--- src/pkg/dtc_pkg.sv ---
// Constants for the dual timer/counter block.
// Assumes a 32-bit APB master and a processor core sharing CORE_CLK.
`default_nettype none

package dtc_pkg;

    // Register indices; byte address is four times the index
    localparam logic [7:0] IDX_TIMER_CONTROL        = 8'h88;
    localparam logic [7:0] IDX_TIMER_MODE_CONTROL   = 8'h89;
    localparam logic [7:0] IDX_TIMER_ZERO_LOW_BYTE  = 8'h8A;
    localparam logic [7:0] IDX_TIMER_ONE_LOW_BYTE   = 8'h8B;
    localparam logic [7:0] IDX_TIMER_ZERO_HIGH_BYTE = 8'h8C;
    localparam logic [7:0] IDX_TIMER_ONE_HIGH_BYTE  = 8'h8D;

    // Reset values
    localparam logic [7:0] RST_TIMER_CONTROL = 8'h00;
    localparam logic [7:0] RST_TIMER_MODE    = 8'h00;
    localparam logic [7:0] RST_COUNT_BYTE    = 8'h00;

    // Control register bit positions
    localparam int CTL_OVERFLOW_FLAG_ONE  = 7;
    localparam int CTL_RUN_BIT_ONE        = 6;
    localparam int CTL_OVERFLOW_FLAG_ZERO = 5;
    localparam int CTL_RUN_BIT_ZERO       = 4;
    localparam int CTL_EXT_IRQ_FLAG_ONE   = 3;
    localparam int CTL_EXT_IRQ_TYPE_ONE   = 2;
    localparam int CTL_EXT_IRQ_FLAG_ZERO  = 1;
    localparam int CTL_EXT_IRQ_TYPE_ZERO  = 0;

    // Mode register field positions
    localparam int MOD_PIN_GATING_ONE     = 7;
    localparam int MOD_SOURCE_SELECT_ONE  = 6;
    localparam int MOD_MODE_HIGH_BIT_ONE  = 5;
    localparam int MOD_MODE_LOW_BIT_ONE   = 4;
    localparam int MOD_PIN_GATING_ZERO    = 3;
    localparam int MOD_SOURCE_SELECT_ZERO = 2;
    localparam int MOD_MODE_HIGH_BIT_ZERO = 1;
    localparam int MOD_MODE_LOW_BIT_ZERO  = 0;

    // Operating modes
    localparam logic [1:0] MODE_13BIT  = 2'h0;
    localparam logic [1:0] MODE_16BIT  = 2'h1;
    localparam logic [1:0] MODE_RELOAD = 2'h2;
    localparam logic [1:0] MODE_SPLIT  = 2'h3;

    // Peripheral cycle: system clocks per count tick
    localparam int         PERIPH_CLOCKS = 6;
    localparam logic [2:0] DIV_LAST      = 3'(PERIPH_CLOCKS - 1);
    localparam logic [2:0] DIV_RESET     = 3'h0;
    localparam logic [3:0] SYNC_RESET    = 4'hF;

    typedef struct packed {
        logic [7:0]  ctl;
        logic [7:0]  mode;
        logic [7:0]  tl0;
        logic [7:0]  th0;
        logic [7:0]  tl1;
        logic [7:0]  th1;
        logic [2:0]  div;
        logic [3:0]  sync1;
        logic [3:0]  sync2;
        logic [3:0]  sync3;
        logic [1:0]  evt_prev;
        logic        ready;
        logic        slverr;
        logic [31:0] rdata;
    } dtc_state_t;

endpackage

`default_nettype wire

--- src/hdl/dtc_top.sv ---
// Dual 16-bit timer/counter with external interrupt flags, APB register slave.
// Assumes APB and the core's vector acknowledges run on CORE_CLK; pins are async.
`timescale 1ns/10ps
`default_nettype none

// How it works
// RULE1 - overflow one flag set, cleared on vector
// RULE2 - overflow zero flag set, vector or software clear
// RULE3 - run bit one stops or runs timer one, except in split mode of timer zero, where timer one ignores run bit one
// RULE4 - run bit zero stops or runs timer zero
// RULE5 - pin flag set; edge mode clears on service
// RULE6 - type bit: zero low level, one falling edge
// RULE7 - gate one: count only while pin high
// RULE8 - gate zero: count only while pin high
// RULE9 - timer one source: tick or pin falls
// RULE10 - timer zero source: tick or pin falls
// RULE11 - modes: 13-bit, 16-bit, reload, split/halt
// RULE12 - reload low byte from high on overflow
// RULE13 - split mode: high byte uses one's controls
// RULE14 - four count bytes readable and writable
// RULE15 - count bytes reset to zero
// RULE16 - 13-bit mode uses low five prescaler bits
// RULE17 - timer mode counts once per peripheral cycle
// RULE18 - counter mode counts sampled high-then-low
// RULE19 - software stops timer before mode change
// RULE20 - interrupt pins synchronised before use
// RULE21 - writes land next cycle; hardware set wins
module dtc_top
    import dtc_pkg::*;
(
    input  wire logic        CORE_CLK,
    input  wire logic        RST_N,
    input  wire logic        PSEL,
    input  wire logic        PENABLE,
    input  wire logic        PWRITE,
    input  wire logic [11:0] PADDR,
    input  wire logic [31:0] PWDATA,
    output var  logic [31:0] PRDATA,
    output var  logic        PREADY,
    output var  logic        PSLVERR,
    input  wire logic        EXT_IRQ_PIN_ZERO_N,
    input  wire logic        EXT_IRQ_PIN_ONE_N,
    input  wire logic        EVENT_PIN_ZERO,
    input  wire logic        EVENT_PIN_ONE,
    input  wire logic        IRQ_ACK_OVF_ZERO,
    input  wire logic        IRQ_ACK_OVF_ONE,
    input  wire logic        IRQ_ACK_EXT_ZERO,
    input  wire logic        IRQ_ACK_EXT_ONE,
    output var  logic        OVERFLOW_FLAG_ZERO,
    output var  logic        OVERFLOW_FLAG_ONE,
    output var  logic        EXT_IRQ_FLAG_ZERO,
    output var  logic        EXT_IRQ_FLAG_ONE
);

    // Address match against a register index
    function automatic logic dtc_hit(input logic [11:0] addr, input logic [7:0] idx);
        return addr == {2'h0, idx, 2'h0};
    endfunction

    // One count step: returns {overflow, high, low}
    function automatic logic [16:0] dtc_count(input logic [1:0] md, input logic [7:0] th,
                                              input logic [7:0] tl, input logic inc);
        logic [16:0] r;
        logic [5:0]  p;
        logic [8:0]  h;
        logic [8:0]  l;
        r = {1'b0, th, tl};
        p = 6'h00;
        h = 9'h000;
        l = 9'h000;
        if (inc) begin
            case (md)
                MODE_13BIT: begin
                    p = {1'b0, tl[4:0]} + 6'h01;                        // [RULE16]
                    h = {1'b0, th} + {8'h00, p[5]};
                    r = {h[8], h[7:0], tl[7:5], p[4:0]};
                end
                MODE_16BIT: begin
                    r = {1'b0, th, tl} + 17'h00001;
                end
                MODE_RELOAD: begin
                    l = {1'b0, tl} + 9'h001;
                    r = {l[8], th, (l[8] ? th : l[7:0])};               // [RULE12]
                end
                default: begin
                    r = {1'b0, th, tl};                                 // [RULE11]
                end
            endcase
        end
        return r;
    endfunction

    dtc_state_t st;
    dtc_state_t nx;

    logic        tick;
    logic [1:0]  evt_fall;
    logic [1:0]  ext_fall;
    logic [1:0]  pin_high;
    logic [1:0]  m0;
    logic [1:0]  m1;
    logic        en0;
    logic        en1;
    logic        inc0;
    logic        inc1;
    logic        run1_ok;
    logic        ovf0;
    logic        ovf1;
    logic        ovf_h;
    logic [16:0] res0;
    logic [16:0] res1;
    logic [8:0]  sum_l;
    logic [8:0]  sum_h;
    logic        access;
    logic        mapped;
    logic        do_wr;
    logic [7:0]  wd;
    logic [7:0]  rd;
    logic        wr_ctl;
    logic        set_tf0;
    logic        set_tf1;

    always_comb begin
        nx = st;
        // Two-stage synchronisers, third stage keeps previous level
        nx.sync1 = {EVENT_PIN_ONE, EVENT_PIN_ZERO, EXT_IRQ_PIN_ONE_N, EXT_IRQ_PIN_ZERO_N};
        nx.sync2 = st.sync1;                                            // [RULE20]
        nx.sync3 = st.sync2;
        pin_high = st.sync2[1:0];
        ext_fall = st.sync3[1:0] & ~st.sync2[1:0];                      // [RULE20]

        // Peripheral cycle divider
        tick = (st.div == DIV_LAST);                                    // [RULE17]
        nx.div = tick ? DIV_RESET : st.div + 3'h1;
        if (tick) begin
            nx.evt_prev = st.sync2[3:2];                                // [RULE18]
        end
        evt_fall = {2{tick}} & st.evt_prev & ~st.sync2[3:2];           // [RULE18]

        m0 = st.mode[MOD_MODE_HIGH_BIT_ZERO:MOD_MODE_LOW_BIT_ZERO];
        m1 = st.mode[MOD_MODE_HIGH_BIT_ONE:MOD_MODE_LOW_BIT_ONE];

        // Count enables and sources
        en0 = st.ctl[CTL_RUN_BIT_ZERO]                                  // [RULE4]
            & (~st.mode[MOD_PIN_GATING_ZERO] | pin_high[0]);            // [RULE8]
        run1_ok = (m0 == MODE_SPLIT) ? 1'b1 : st.ctl[CTL_RUN_BIT_ONE];  // [RULE3]
        en1 = run1_ok & (~st.mode[MOD_PIN_GATING_ONE] | pin_high[1]);   // [RULE7]
        inc0 = en0 & (st.mode[MOD_SOURCE_SELECT_ZERO] ? evt_fall[0] : tick); // [RULE10]
        inc1 = en1 & (st.mode[MOD_SOURCE_SELECT_ONE] ? evt_fall[1] : tick);  // [RULE9]

        // Timer zero
        sum_l = 9'h000;
        sum_h = 9'h000;
        res0 = 17'h00000;
        ovf_h = 1'b0;
        if (m0 == MODE_SPLIT) begin
            sum_l = {1'b0, st.tl0} + {8'h00, inc0};                     // [RULE13]
            sum_h = {1'b0, st.th0} + {8'h00, tick & st.ctl[CTL_RUN_BIT_ONE]};
            ovf0 = sum_l[8];
            ovf_h = sum_h[8];
            nx.tl0 = sum_l[7:0];
            nx.th0 = sum_h[7:0];
        end else begin
            res0 = dtc_count(m0, st.th0, st.tl0, inc0);                 // [RULE11]
            ovf0 = res0[16];
            nx.th0 = res0[15:8];
            nx.tl0 = res0[7:0];
        end

        // Timer one; its flag goes to the split high byte in mode 3 of timer zero
        res1 = dtc_count(m1, st.th1, st.tl1, inc1);
        ovf1 = res1[16];
        nx.th1 = res1[15:8];
        nx.tl1 = res1[7:0];
        set_tf0 = ovf0;
        set_tf1 = (m0 == MODE_SPLIT) ? ovf_h : ovf1;                    // [RULE13]

        // APB slave, one wait state
        access = PSEL & PENABLE;
        mapped = dtc_hit(PADDR, IDX_TIMER_CONTROL)
               | dtc_hit(PADDR, IDX_TIMER_MODE_CONTROL)
               | dtc_hit(PADDR, IDX_TIMER_ZERO_LOW_BYTE)
               | dtc_hit(PADDR, IDX_TIMER_ONE_LOW_BYTE)
               | dtc_hit(PADDR, IDX_TIMER_ZERO_HIGH_BYTE)
               | dtc_hit(PADDR, IDX_TIMER_ONE_HIGH_BYTE);
        do_wr = access & st.ready & PWRITE & mapped;
        wd = PWDATA[7:0];
        rd = 8'h00;
        if (dtc_hit(PADDR, IDX_TIMER_CONTROL)) begin
            rd = st.ctl;
        end else if (dtc_hit(PADDR, IDX_TIMER_MODE_CONTROL)) begin
            rd = st.mode;
        end else if (dtc_hit(PADDR, IDX_TIMER_ZERO_LOW_BYTE)) begin
            rd = st.tl0;                                                // [RULE14]
        end else if (dtc_hit(PADDR, IDX_TIMER_ONE_LOW_BYTE)) begin
            rd = st.tl1;
        end else if (dtc_hit(PADDR, IDX_TIMER_ZERO_HIGH_BYTE)) begin
            rd = st.th0;
        end else if (dtc_hit(PADDR, IDX_TIMER_ONE_HIGH_BYTE)) begin
            rd = st.th1;
        end
        if (access & ~st.ready) begin
            nx.ready = 1'b1;
            nx.slverr = ~mapped;
            nx.rdata = {24'h000000, rd};
        end else begin
            nx.ready = 1'b0;
            nx.slverr = 1'b0;
            nx.rdata = 32'h00000000;
        end

        // Software preload overrides the count step
        if (do_wr && dtc_hit(PADDR, IDX_TIMER_ZERO_LOW_BYTE)) begin
            nx.tl0 = wd;                                                // [RULE14]
        end
        if (do_wr && dtc_hit(PADDR, IDX_TIMER_ONE_LOW_BYTE)) begin
            nx.tl1 = wd;
        end
        if (do_wr && dtc_hit(PADDR, IDX_TIMER_ZERO_HIGH_BYTE)) begin
            nx.th0 = wd;
        end
        if (do_wr && dtc_hit(PADDR, IDX_TIMER_ONE_HIGH_BYTE)) begin
            nx.th1 = wd;
        end
        if (do_wr && dtc_hit(PADDR, IDX_TIMER_MODE_CONTROL)) begin
            nx.mode = wd;                                               // [RULE21]
        end

        // Control register: plain bits follow the write, flags let a set win
        wr_ctl = do_wr & dtc_hit(PADDR, IDX_TIMER_CONTROL);
        if (wr_ctl) begin
            nx.ctl[CTL_RUN_BIT_ONE] = wd[CTL_RUN_BIT_ONE];              // [RULE21]
            nx.ctl[CTL_RUN_BIT_ZERO] = wd[CTL_RUN_BIT_ZERO];
            nx.ctl[CTL_EXT_IRQ_TYPE_ONE] = wd[CTL_EXT_IRQ_TYPE_ONE];
            nx.ctl[CTL_EXT_IRQ_TYPE_ZERO] = wd[CTL_EXT_IRQ_TYPE_ZERO];
        end
        nx.ctl[CTL_OVERFLOW_FLAG_ONE] = set_tf1                          // [RULE1]
            | (wr_ctl ? wd[CTL_OVERFLOW_FLAG_ONE]
                      : st.ctl[CTL_OVERFLOW_FLAG_ONE] & ~IRQ_ACK_OVF_ONE);
        nx.ctl[CTL_OVERFLOW_FLAG_ZERO] = set_tf0                         // [RULE2]
            | (wr_ctl ? wd[CTL_OVERFLOW_FLAG_ZERO]
                      : st.ctl[CTL_OVERFLOW_FLAG_ZERO] & ~IRQ_ACK_OVF_ZERO);
        if (st.ctl[CTL_EXT_IRQ_TYPE_ZERO]) begin
            nx.ctl[CTL_EXT_IRQ_FLAG_ZERO] = ext_fall[0]                  // [RULE5] [RULE6]
                | (wr_ctl ? wd[CTL_EXT_IRQ_FLAG_ZERO]
                          : st.ctl[CTL_EXT_IRQ_FLAG_ZERO] & ~IRQ_ACK_EXT_ZERO);
        end else begin
            nx.ctl[CTL_EXT_IRQ_FLAG_ZERO] = ~pin_high[0];               // [RULE6]
        end
        if (st.ctl[CTL_EXT_IRQ_TYPE_ONE]) begin
            nx.ctl[CTL_EXT_IRQ_FLAG_ONE] = ext_fall[1]                   // [RULE5] [RULE6]
                | (wr_ctl ? wd[CTL_EXT_IRQ_FLAG_ONE]
                          : st.ctl[CTL_EXT_IRQ_FLAG_ONE] & ~IRQ_ACK_EXT_ONE);
        end else begin
            nx.ctl[CTL_EXT_IRQ_FLAG_ONE] = ~pin_high[1];
        end
    end

    always_ff @(posedge CORE_CLK) begin
        if (!RST_N) begin
            st.ctl      <= RST_TIMER_CONTROL;
            st.mode     <= RST_TIMER_MODE;
            st.tl0      <= RST_COUNT_BYTE;                              // [RULE15]
            st.th0      <= RST_COUNT_BYTE;
            st.tl1      <= RST_COUNT_BYTE;
            st.th1      <= RST_COUNT_BYTE;
            st.div      <= DIV_RESET;
            st.sync1    <= SYNC_RESET;
            st.sync2    <= SYNC_RESET;
            st.sync3    <= SYNC_RESET;
            st.evt_prev <= 2'h3;
            st.ready    <= 1'b0;
            st.slverr   <= 1'b0;
            st.rdata    <= 32'h00000000;
        end else begin
            st <= nx;
        end
    end

    assign PRDATA             = st.rdata;
    assign PREADY             = st.ready;
    assign PSLVERR            = st.slverr;
    assign OVERFLOW_FLAG_ZERO = st.ctl[CTL_OVERFLOW_FLAG_ZERO];
    assign OVERFLOW_FLAG_ONE  = st.ctl[CTL_OVERFLOW_FLAG_ONE];
    assign EXT_IRQ_FLAG_ZERO  = st.ctl[CTL_EXT_IRQ_FLAG_ZERO];
    assign EXT_IRQ_FLAG_ONE   = st.ctl[CTL_EXT_IRQ_FLAG_ONE];
endmodule // dtc_top

`default_nettype wire

--- config.mk ---
export PLATFORM = sky130hd
export DESIGN_NAME = dtc_top
export DESIGN_NICKNAME = d
export VERILOG_FILES = /design/src/pkg/dtc_pkg.sv /design/src/hdl/dtc_top.sv
export SDC_FILE = /design/constraint.sdc
export NUM_CORES = 1
export LEC_CHECK = 0
export BUFFER_PORTS_ARGS = -buffer_cell sky130_fd_sc_hd__buf_4
export CAP_MARGIN = 20
export CORE_MARGIN = 2
export CORE_UTILIZATION = 52
export CTS_CLUSTER_DIAMETER = 80
export DETAILED_ROUTE_END_ITERATION = 6
export GPL_TIMING_DRIVEN = 0
export PLACE_DENSITY_LB_ADDON = 0.15
export SLEW_MARGIN = 20
export SYNTH_ARGS = -nofsm -noshare
export SYNTH_HDL_FRONTEND = slang
export SYNTH_SLANG_ARGS = --single-unit
--- constraint.sdc ---
create_clock -name CORE_CLK -period 2.3 [get_ports CORE_CLK]
set_input_delay 0.345 -clock CORE_CLK [delete_from_list [all_inputs] [get_ports CORE_CLK]]
set_output_delay 0.345 -clock CORE_CLK [all_outputs]
set_load 0.05 [all_outputs]
# After elaboration in Yosys (flattened, before gate mapping)
# Cells that the tools add are included.
# totals
output_inout_bits,38
in_bits,57
regBits,97
# op_classes
n_bitwise,42
n_eq_ne,16
muxes,29
add_sub_neg,11
n_reduce_logical,25
# op_table
cell,count
case mux 17 bit (3 select lines),2
2-to-1 mux 8 bit,12
"equality test 12 x 10 -> 1 bit, second input constant",6
adder 8 x 1 -> 9 bit,4
"adder 16 x 1 -> 17 bit, second input constant",2
2-to-1 mux 17 bit,2
2-to-1 mux 34 bit,1
"adder 8 x 1 -> 9 bit, second input constant",2
2-to-1 mux 16 bit,1
AND 1 bit,15
"adder 5 x 1 -> 6 bit, second input constant",2
AND reduction 3 bit,4
nonzero test 3 bit,4
nonzero test 4 bit,3
2-to-1 mux 1 bit,11
inverter 1 bit,11
bitwise OR 1 bit,11
AND 2 bit,3
"equality test 2 bit, second input constant",3
"!= test 3 bit, second input constant",2
AND reduction 2 bit,3
logical AND 1 bit,5
nonzero test 5 bit,1
"equality test 2 x 1 -> 1 bit, second input constant",2
other kinds (7),11

# Depth between registers and ports, before layout
# Gate-level depths: netlist of the first run.
# logic_depth
ltp_word,11
ltp_mapped,11
mapped_depth_nobuf,11

# Worst setup path before layout of the first run
# Ideal clock, no wire load.
# synth_timing
path_kind,reg-to-reg
start,reg st[48] in the netlist's numbering
end,reg st[82] in the netlist's numbering
t_arrival_ns,2.254
path_stages_with_launch,11
setup_time_ns,0.130
path_buffers,0
path_slack_ns,-0.084
cell_sequence,dfxtp_1 ha_1 nand3_4 a211oi_4 ha_1 and3_1 nand2_1 or2_2 xnor2_1 a211oi_1 a2111oi_2
# synth_between
elab_chain_len,8
word_cells_on_any_way,10
classes_between,add/sub: 1; eq/ne: 1; mux: 3; bitwise: 3; reduce/logical: 2
# synth_lines
item,line_no,text
start: declaration,dtc_top.sv:93,dtc_state_t st;
start signal: assignment,dtc_top.sv:276,st <= nx;
equality test 3 bit *,dtc_top.sv:133,tick = (st.div == DIV_LAST);
AND 2 bit (2 in series),dtc_top.sv:138,evt_fall = {2{tick}} & st.evt_prev & ~st.sync2[3:2];
2-to-1 mux 1 bit *,dtc_top.sv:148,inc0 = en0 & (st.mode[MOD_SOURCE_SELECT_ZERO] ? evt_fall[0] : tick);
AND 1 bit *,dtc_top.sv:148,
adder 8 x 1 -> 9 bit,dtc_top.sv:157,"sum_l = {1'b0, st.tl0} + {8'h00, inc0};"
2-to-1 mux 16 bit,dtc_top.sv:156,if (m0 == MODE_SPLIT) begin
2-to-1 mux 8 bit,dtc_top.sv:213,"if (do_wr && dtc_hit(PADDR, IDX_TIMER_ZERO_LOW_BYTE)) begin"
# Every way passes the cells marked *; elsewhere a longest branch is shown, timed or not.
# A chain may end at the register's enable or synchronous reset.

# Final worst setup path of the first run
# layout_timing
start,reg st[77] in the netlist's numbering
end,"reg st, in the netlist OVERFLOW_FLAG_ZERO"
# layout_between
elab_chain_len,6
word_cells_on_any_way,9
classes_between,add/sub: 5; mux: 3; bitwise: 1
# layout_lines
item,line_no,text
adder 5 x 1 -> 6 bit,dtc_top.sv:74,"p = {1'b0, tl[4:0]} + 6'h01;"
adder 8 x 1 -> 9 bit,dtc_top.sv:75,"h = {1'b0, th} + {8'h00, p[5]};"
case mux 17 bit (3 select lines),dtc_top.sv:72,case (md)
2-to-1 mux 17 bit,dtc_top.sv:71,if (inc) begin
2-to-1 mux 1 bit *,dtc_top.sv:156,
bitwise OR 1 bit *,dtc_top.sv:241,| (wr_ctl ? wd[CTL_OVERFLOW_FLAG_ZERO]
# Every way passes the cells marked *; elsewhere a longest branch is shown, timed or not. The select of a mux whose other input is x is not followed.

==> results of run 1 <==
## what timing repair did
item	in CTS	in global routing
gates resized for setup	23	31
gates cloned	0	0
pin swaps	7	18
endpoints found under the setup margin	15	25
buffers inserted	5	5
hold endpoints to repair	0	0
## registers in the layout, summed over array words and instances (netlist names)
signal / cells
st: 47
PRDATA: 8
nx: 8
m0: 2
m1: 2
EXT_IRQ_FLAG_ONE: 1
EXT_IRQ_FLAG_ZERO: 1
OVERFLOW_FLAG_ONE: 1
OVERFLOW_FLAG_ZERO: 1
PREADY: 1
PSLVERR: 1
## per-layer routing
layer / GRT usage / part of all wire / vias up
met5: 0 / 0 / -
met4: 0.120 / 0.029 / 0
met3: 0.0841 / 0.13 / 42
met2: 0.510 / 0.43 / 428
met1: 0.495 / 0.41 / 2845
li1: - / - / 2819
## logic make-up after synthesis
kind of cell / after synthesis / synth area share
flip-flops: 73 / 0.261
adder cells (fa/ha/maj): 20 / 0.0447
multiplexers: 24 / 0.0436
buffers and inverters: 99 / 0.0988
XOR/XNOR: 24 / 0.0376
AO/OA/AOI/OAI: 205 / 0.241
AND/OR/NAND/NOR: 290 / 0.272
other: 1 / 0.000670
## metrics by stage
step	total power, mW	setup slack [ps]	utilization	cells
CTS	2.72	-49.8	0.629	961
global placement	1.61	-489	0.598	941
finish	2.72	-33.0	0.642	964
detailed placement	1.62	-526	0.598	941
floorplan	1.51	22.0	-	759
global route	2.82	-151	0.642	964
## layout by cell type, fill, tap and decap left out, types with 14 or more instances in the layout
cell type,instances
mux2i_1,21
o21ai_0,43
a31oi_1,18
nand3_1,41
conb_1,24
xnor2_1,16
buf_4,93
nor2_1,62
inv_1,20
and3_1,14
clkbuf_1,23
nand2_1,58
a21oi_1,56
nor3_1,22
dfxtp_1,63
## worst min path at each step
stage	end	slack, ps	cells after the start	from
after global routing	nx[41]	160	2	EXT_IRQ_PIN_ONE_N
after CTS	nx[43]	160	2	EVENT_PIN_ONE
after global placement	nx[39]	390	1	nx[43]
after detailed placement	nx[38]	390	1	nx[42]
final	nx[43]	160	2	EVENT_PIN_ONE
after floorplan	nx[36]	390	1	nx[40]
## power by group through the flow
stage	clock [mW]	combinational (mW)	sequential [mW]
2_1_floorplan	0	0.188	1.32
3_3_place_gp	0	0.298	1.32
3_5_place_dp	0	0.301	1.32
4_1_cts	1.12	0.307	1.29
5_1_grt	1.20	0.330	1.29
6_report	1.12	0.315	1.29
## layout make-up
cell class	instances	area [µm²]
sequential	73	1470
timing repair buffer	56	420
inverter	22	82.6
clock buffer	9	124
buffer	74	465
multi-input combinational	587	3840
tap	136	170
fill	991	3710
clock inverter	7	85.1
==> results.json, run 1 <==
{
  "switching_share": 0.300,
  "finalSetupTns_ps": -50.5,
  "yosys-top-cells-count": "dfxtp_1, nor2_1, nand2_1",
  "synth_top_flop_cell": "dfxtp_1",
  "ys.warnings.count": 0,
  "min_path_type": "in2reg",
  "clkTransAtPathRegs_ps": 90,
  "totalWireLength_um": 20200,
  "finalSetupViolCount": 2,
  "path_cells": "buf_6 > nand4_1 > nor2_4 > ha_4 > ha_2 > inv_1 > nor3_1 > a21oi_1 > nor4_2 > nor2_1 > a31oi_1",
  "place.gp.congestion": 1.02,
  "synth.distinct_cells": 79,
  "max_slew_margin": 0.491,
  "critical_path.startpoint": "st[77]",
  "die_w_um": 108,
  "synthTopCellsByArea": "dfxtp_1, a21oi_1, buf_4",
  "r2r_end": "OVERFLOW_FLAG_ZERO",
  "nNetsFinal": 900,
  "synth.most_common_cell": "dfxtp_1",
  "vias_per_cell": 6.36,
  "synth-edff-count": 0,
  "wl_per_cell_um": 20.9,
  "grt_overflow_total": 0,
  "worst_path_max_delay_cell": "nor4_2",
  "cts_buffer_depth": 2,
  "timing.fmax_mhz": 429,
  "end_kind": "flip-flop",
  "clk_latency_ps": 370,
  "die_h_um": 108,
  "drt_iter0_markers": 765,
  "r2r_slack_ps": -30,
  "synthCells": 736,
  "rsz0062_at_grt": "yes",
  "violations": "negative setup slack",
  "crit_path_start_kind": "flip-flop",
  "fin_worst_hold_slack_ps": 159,
  "antenna_found_initial": 0,
  "cts_buffers": 9,
  "fin_ws_ps": -33.0,
  "path_delay_family": "simple AND/OR/NAND/NOR gates",
  "endpoint": "OVERFLOW_FLAG_ZERO",
  "port_buffers": 46,
  "async_flop_share": 0,
  "yosysTopAreaCell": "dfxtp_1",
  "period_minus_slack_ps": 2330,
  "ant_nets": 0,
  "hold_buffers": 0,
  "cap_violations": 0,
  "antenna_cells": 0,
  "rows": 37,
  "post-route-drc-count": 0,
  "ioPinCount": 95,
  "grt_pass1_vias": 5479,
  "dpl_cell_area_um2": 6200,
  "status": "finished, violations left",
  "worst_slew_pin_slew_ps": 764,
  "drive_gt1_frac": 0.227,
  "required_ps": 2580,
  "ir_drop_mv": 0.499,
  "die_area_um2": 11600,
  "maxSlewViolCount": 0,
  "grt_pass1_wl_um": 30600,
  "postSynthAreaPerCell_um2": 7.60,
  "arrival_ps": 2620,
  "reg2reg_depth": 11,
  "start_util": 0.540,
  "power.internal_mw": 1.91,
  "skew_ps": 17.2,
  "grt_max_degree": 16,
  "crit_buf_inv": 2,
  "synth_top_area_share": 0.261,
  "htreeDepth": 3,
  "crit_type": "reg2reg",
  "cp.depth": 11,
  "ctsRootBufferMaster": "clkbuf_8",
  "clkPwrFrac": 0.411,
  "synth_area_um2": 5600,
  "switchingPower_mw": 0.818,
  "final_cell_area_um2": 6660,
  "p_leak_nw": 2.52,
  "period_share": 1.01,
  "dpl.hpwl_um": 15000,
  "ys_ff_latch": 73,
  "pwr-share-seq": 0.473,
  "core_area_um2": 10400,
  "power_frac_comb": 0.116,
  "slowest_delay_ps": 390,
  "p_per_area_nw_per_um2": 409,
  "reg2reg_from": "st[77]",
  "num_vias": 6134,
  "hold_viol_final": 0,
  "ys_seq_area_frac": 0.261,
  "grt_util_all_layers": 0.348,
  "cts_tree": "done",
  "first_pass_iters": 7,
  "cts_sinks": 73,
  "crit_fanout": 10,
  "area_growth_pct": 19.0
}
Power figures use the tool's default switching activity.
==> run 2: changes to the inputs <==
--- a/config.mk
+++ b/config.mk
@@ -17,3 +17,4 @@
 export SYNTH_ARGS = -nofsm -noshare
 export SYNTH_HDL_FRONTEND = slang
 export SYNTH_SLANG_ARGS = --single-unit
+export TNS_END_PERCENT = 1
==> run 2 against run 1 <==
Against the previous run: the run ends with design-rule violations, negative setup slack left; core utilization decreased by 0.49 points; register-to-register slack got worse by 60 ps; maximum frequency decreased by 2.4%; combinational power about the same; global-route usage unchanged; largest cell class unchanged; largest power group unchanged.
==> results.json, run 2 (synthesis results as in run 1) <==
{
  "clk_latency_ps": 370,
  "min_from": "EVENT_PIN_ONE",
  "ant_nets": 0,
  "drive_gt1_frac": 0.215,
  "finalSetupViolCount": 1,
  "skew_ps": 18.3,
  "crit_buf_inv": 2,
  "finalPower_mw": 2.73,
  "period_minus_slack_ps": 2390,
  "rsz0062_at_grt": "yes",
  "crit_type": "reg2reg",
  "wl_per_cell_um": 20.9,
  "ctsRootBufferMaster": "clkbuf_8",
  "final_common_cell": "buf_4",
  "path_delay_family": "simple AND/OR/NAND/NOR gates",
  "final_cell_count_no_fill": 963,
  "post-route-drc-count": 8,
  "p_per_area_nw_per_um2": 412,
  "cts_tree": "done",
  "antenna_cells": 0,
  "place.gp.congestion": 1.02,
  "status": "finished, violations left",
  "end_kind": "flip-flop",
  "cts_sinks": 73,
  "start_util": 0.540,
  "final_cell_area_um2": 6610,
  "fin_ws_ps": -90.1,
  "cts_buffers": 9,
  "nNetsFinal": 899,
  "grt_pass1_vias": 5496,
  "rows": 37,
  "grt_overflow_total": 0,
  "dpl_cell_area_um2": 6200,
  "ioPinCount": 95,
  "port_buffers": 46,
  "worst_slew_pin_slew_ps": 777,
  "clkTransAtPathRegs_ps": 90,
  "die_w_um": 108,
  "htreeDepth": 3,
  "dp.cells": 941,
  "reg2reg_from": "st[77]",
  "slowest_delay_ps": 450,
  "critical_path.startpoint": "st[77]",
  "maxSlewViolCount": 0,
  "finish.utilization": 0.637,
  "violations": "design-rule violations, negative setup slack",
  "core_area_um2": 10400,
  "worst_path_max_delay_cell": "nor4_2",
  "max_slew_margin": 0.482,
  "p_leak_nw": 2.49,
  "hold_viol_final": 0,
  "timing.fmax_mhz": 418,
  "die_h_um": 108,
  "crit_path_start_kind": "flip-flop",
  "grt_pass1_wl_um": 30600,
  "cts_buffer_depth": 2,
  "period_share": 1.04,
  "antenna_found_initial": 0,
  "layout_common_cells": "buf_4, dfxtp_1, nor2_1, nand2_1, a21oi_1",
  "drt_iter0_markers": 692,
  "grt_max_degree": 16,
  "totalWireLength_um": 20100,
  "die_area_um2": 11600,
  "required_ps": 2580,
  "path_cells": "buf_6 > nand4_1 > nor2_4 > ha_4 > ha_4 > inv_1 > nor3_1 > a21oi_1 > nor4_2 > nor2_1 > a31oi_1",
  "area_growth_pct": 18.1,
  "vias_per_cell": 6.38,
  "crit_top_cell": "ha_4",
  "grt_util_all_layers": 0.348,
  "cap_violations": 0,
  "ir_drop_mv": 0.499,
  "dpl.hpwl_um": 15000,
  "arrival_ps": 2670,
  "crit_fanout": 10,
  "min_path_type": "in2reg",
  "num_vias": 6148,
  "largest_reg_flops": 47,
  "top_register": "st",
  "first_pass_iters": 7
}
## run 2: changes by cell type in the layout (fill, tap and decap cells not counted), sizes merged
cell    delta
clkbuf     +3
buf        -4
## run 2: worst register-to-register path: cells and delay by family, from the launching register on
kind | cells | cell delay [ps]
simple gates | 5 | 1150
fa+ha+maj | 2 | 380
flops | 1 | 350
compound gates | 2 | 260
buf+inv | 2 | 190
## run 2: power by group
| group | leakage (nW) | switching (mW) | internal (mW) |
|---|---|---|---|
| clock | 0.107 | 0.597 | 0.525 |
| combinational | 1.78 | 0.213 | 0.102 |
| sequential | 0.595 | 0.0102 | 1.28 |
## run 2: worst paths after layout
path,end,slack (ps),cells after the start
max,OVERFLOW_FLAG_ZERO,-90,11
min,nx[43],160,2
max reg2reg,OVERFLOW_FLAG_ZERO,-90,11
min reg2reg,nx[39],410,1
## run 2: through the flow
step                setup WS (ps)  hold WS (ps)  setup TNS (ps)
floorplan                    22.0           386               0
global placement             -489           388           -2030
detailed placement           -526           394           -2250
CTS                         -49.8           155           -89.0
global route                 -135           157            -517
finish                      -90.1           162           -90.1
## run 2: repair_timing
item / in CTS / in global routing
hold buffers: 0 / 0
resized for setup: 21 / 23
pin swaps: 7 / 7
buffers inserted: 5 / 1
setup endpoints to repair: 15 / 27
## run 2: metal layers
| layer | track usage | routed length (µm) | share of wire | vias up |
|---|---|---|---|---|
| met5 | 0 | 0 | 0 | - |
| met4 | 0.121 | 703 | 0.035 | 0 |
| met3 | 0.0854 | 2660 | 0.13 | 61 |
| met2 | 0.510 | 8540 | 0.42 | 415 |
| met1 | 0.494 | 8210 | 0.41 | 2851 |
| li1 | - | - | - | 2821 |
## run 2: cell type report
cell class                      count  area (µm²)
Buffer                             77         477
Inverter                           22        82.6
Tap cell                          136         170
Clock inverter                      7        85.1
Fill cell                         998        3760
Clock buffer                        9         124
Timing Repair Buffer               52         390
Multi-Input combinational cell    587        3810
Sequential cell                    73        1470
==> run 3: changes to the inputs <==
--- a/config.mk
+++ b/config.mk
@@ -8,8 +8,9 @@
 export BUFFER_PORTS_ARGS = -buffer_cell sky130_fd_sc_hd__buf_4
 export CAP_MARGIN = 20
 export CORE_MARGIN = 2
-export CORE_UTILIZATION = 52
+export CORE_UTILIZATION = 53
 export CTS_CLUSTER_DIAMETER = 80
+export CTS_CLUSTER_SIZE = 24
 export DETAILED_ROUTE_END_ITERATION = 6
 export GPL_TIMING_DRIVEN = 0
 export PLACE_DENSITY_LB_ADDON = 0.15
==> constraint.sdc (replaced) <==
create_clock -name CORE_CLK -period 2.54 [get_ports CORE_CLK]
set_input_delay 0.381 -clock CORE_CLK [delete_from_list [all_inputs] [get_ports CORE_CLK]]
set_output_delay 0.381 -clock CORE_CLK [all_outputs]
set_load 0.05 [all_outputs]
==> run 3 against run 2 <==
Against the previous run: highest routed layer unchanged; critical path type unchanged; first-iteration DRC count fell by 3.3%; the flow finishes with violations (negative setup slack); critical endpoint unchanged; largest power group unchanged; clock-buffer cell count did not move; cell count fell by 0.31%.
==> results.json, run 3 (synthesis results as in run 1) <==
{
  "cts_buffer_depth": 2,
  "timing.fmax_mhz": 388,
  "min_path_type": "in2reg",
  "skew_ps": 11.9,
  "pwr-share-seq": 0.465,
  "antenna_found_initial": 0,
  "worst_path_max_delay_cell": "dfxtp_1",
  "cap_violations": 0,
  "max_slew_margin": 0.427,
  "dp.cells": 941,
  "die_w_um": 107,
  "arrival_ps": 2890,
  "ioPinCount": 95,
  "cts_sinks": 73,
  "finalSetupTns_ps": -39.3,
  "grt_pass1_wl_um": 30000,
  "switchingPower_mw": 0.710,
  "rows": 37,
  "top_register": "st",
  "min_from": "EXT_IRQ_PIN_ZERO_N",
  "final_cell_count_no_fill": 960,
  "dpl.hpwl_um": 14700,
  "clkPwrFrac": 0.423,
  "grt_overflow_total": 0,
  "register_area_um2": 1460,
  "ctsRootBufferMaster": "clkbuf_8",
  "die_h_um": 107,
  "drt_iter0_markers": 669,
  "port_buffers": 46,
  "core_area_um2": 10300,
  "end_kind": "flip-flop",
  "rsz0062_at_grt": "yes",
  "maxSlewViolCount": 0,
  "ant_nets": 0,
  "fill_cells": 967,
  "violations": "negative setup slack",
  "dpl_worst_slack_ps": -342,
  "largest_reg_flops": 47,
  "p_per_area_nw_per_um2": 386,
  "clk_latency_ps": 390,
  "status": "finished, violations left",
  "hold_buffers": 0,
  "area_growth_pct": 16.2,
  "whs_endpoint": "nx[40]",
  "r2r_slack_ps": -40,
  "nNetsFinal": 896,
  "grt_max_degree": 14,
  "multi_input_area_um2": 3730,
  "path_cells": "nand4_1 > nor2_2 > ha_4 > ha_1 > inv_1 > nor3_1 > a21oi_1 > nor4_2 > nor2_1 > a31oi_1",
  "worst_slew_pin_slew_ps": 860,
  "finalPower_mw": 2.51,
  "crit_type": "reg2reg",
  "totalWireLength_um": 20000,
  "crit_path_start_kind": "flip-flop",
  "finish.utilization": 0.633,
  "path_delay_family": "simple AND/OR/NAND/NOR gates",
  "place.gp.congestion": 1.03,
  "finalSetupViolCount": 1,
  "ir_drop_mv": 0.427,
  "holdPathStages": 2,
  "vias_per_cell": 6.40,
  "power.internal_mw": 1.80,
  "reg2reg_depth": 10,
  "cts_tree": "done",
  "num_vias": 6143,
  "crit_fanout": 7,
  "required_ps": 2850,
  "crit_buf_inv": 1,
  "p_leak_nw": 2.46,
  "layout_common_cells": "buf_4, dfxtp_1, nor2_1, nand2_1, a21oi_1",
  "drive_gt1_frac": 0.185,
  "cts_buffers": 9,
  "grt_pass1_vias": 5474,
  "slowest_delay_ps": 530,
  "switching_share": 0.283,
  "htreeDepth": 3,
  "post-route-drc-count": 0,
  "period_minus_slack_ps": 2580,
  "reg2reg_from": "st[76]",
  "clkTransAtPathRegs_ps": 80,
  "period_share": 1.02,
  "power_frac_comb": 0.112,
  "grt_util_all_layers": 0.349,
  "first_pass_iters": 6,
  "final_common_cell": "buf_4",
  "hold_viol_final": 0,
  "fin_ws_ps": -39.3,
  "start_util": 0.545,
  "wl_per_cell_um": 20.9,
  "die_area_um2": 11400,
  "r2r_end": "OVERFLOW_FLAG_ZERO"
}
## run 3: worst register-to-register path, stage by stage (launching register included)
cell and delay, ps:
dfxtp_1 530, nand4_1 250, nor2_2 260, ha_4 230
ha_1 210, inv_1 70, nor3_1 210, a21oi_1 100
nor4_2 390, nor2_1 90, a31oi_1 160
## run 3: metal layers
layer,share of wire,GRT usage
met1,0.42,0.481
met2,0.44,0.544
met3,0.12,0.0851
met4,0.028,0.0965
met5,0,0
## run 3: how the worst max path moves through the flow
stage          slack (ps)  depth (start not counted)                 end   start
3_5_place_dp         -340                         10  OVERFLOW_FLAG_ZERO  st[75]
4_1_cts               -20                         10              st[82]  st[48]
5_1_grt               -70                         10  OVERFLOW_FLAG_ZERO  st[76]
2_1_floorplan         160                         10              st[82]  st[48]
3_3_place_gp         -300                         10  OVERFLOW_FLAG_ZERO  st[75]
6_report              -40                         10  OVERFLOW_FLAG_ZERO  st[76]
## run 3: area by class of cell
| class | instances | share of cell area |
|---|---|---|
| multi-input cells | 587 | 0.573 |
| flip-flops and latches | 73 | 0.225 |
| plain buffers | 77 | 0.0723 |
| repair buffers | 49 | 0.0566 |
| well taps | 136 | 0.0262 |
| clock buffers | 9 | 0.0190 |
| clock inverters | 6 | 0.0142 |
| inverters | 22 | 0.0127 |
| diodes | 1 | 0.000385 |
## run 3: power groups by stage
stage / Clock (mW) / Sequential (mW) / Combinational [mW]
final: 1.06 / 1.17 / 0.282
after global routing: 1.11 / 1.17 / 0.296
after CTS: 1.06 / 1.17 / 0.274
after detailed placement: 0 / 1.19 / 0.272
after global placement: 0 / 1.19 / 0.271
after floorplan: 0 / 1.20 / 0.170
## run 3: what timing repair did
action                                 CTS  global route
buffers inserted                         2             1
resized for setup                        4             9
setup endpoints to repair                7            12
pin swaps                                2             3
endpoints found under the hold margin    0             0
## run 3: per-stage QoR
stage                     instance area [µm²]  hold WS (ps)
after detailed placement                 6200           396
after CTS                                6440           175
after global placement                   6200           388
final                                    6500           174
after floorplan                          5680           386
after global routing                     6500           179
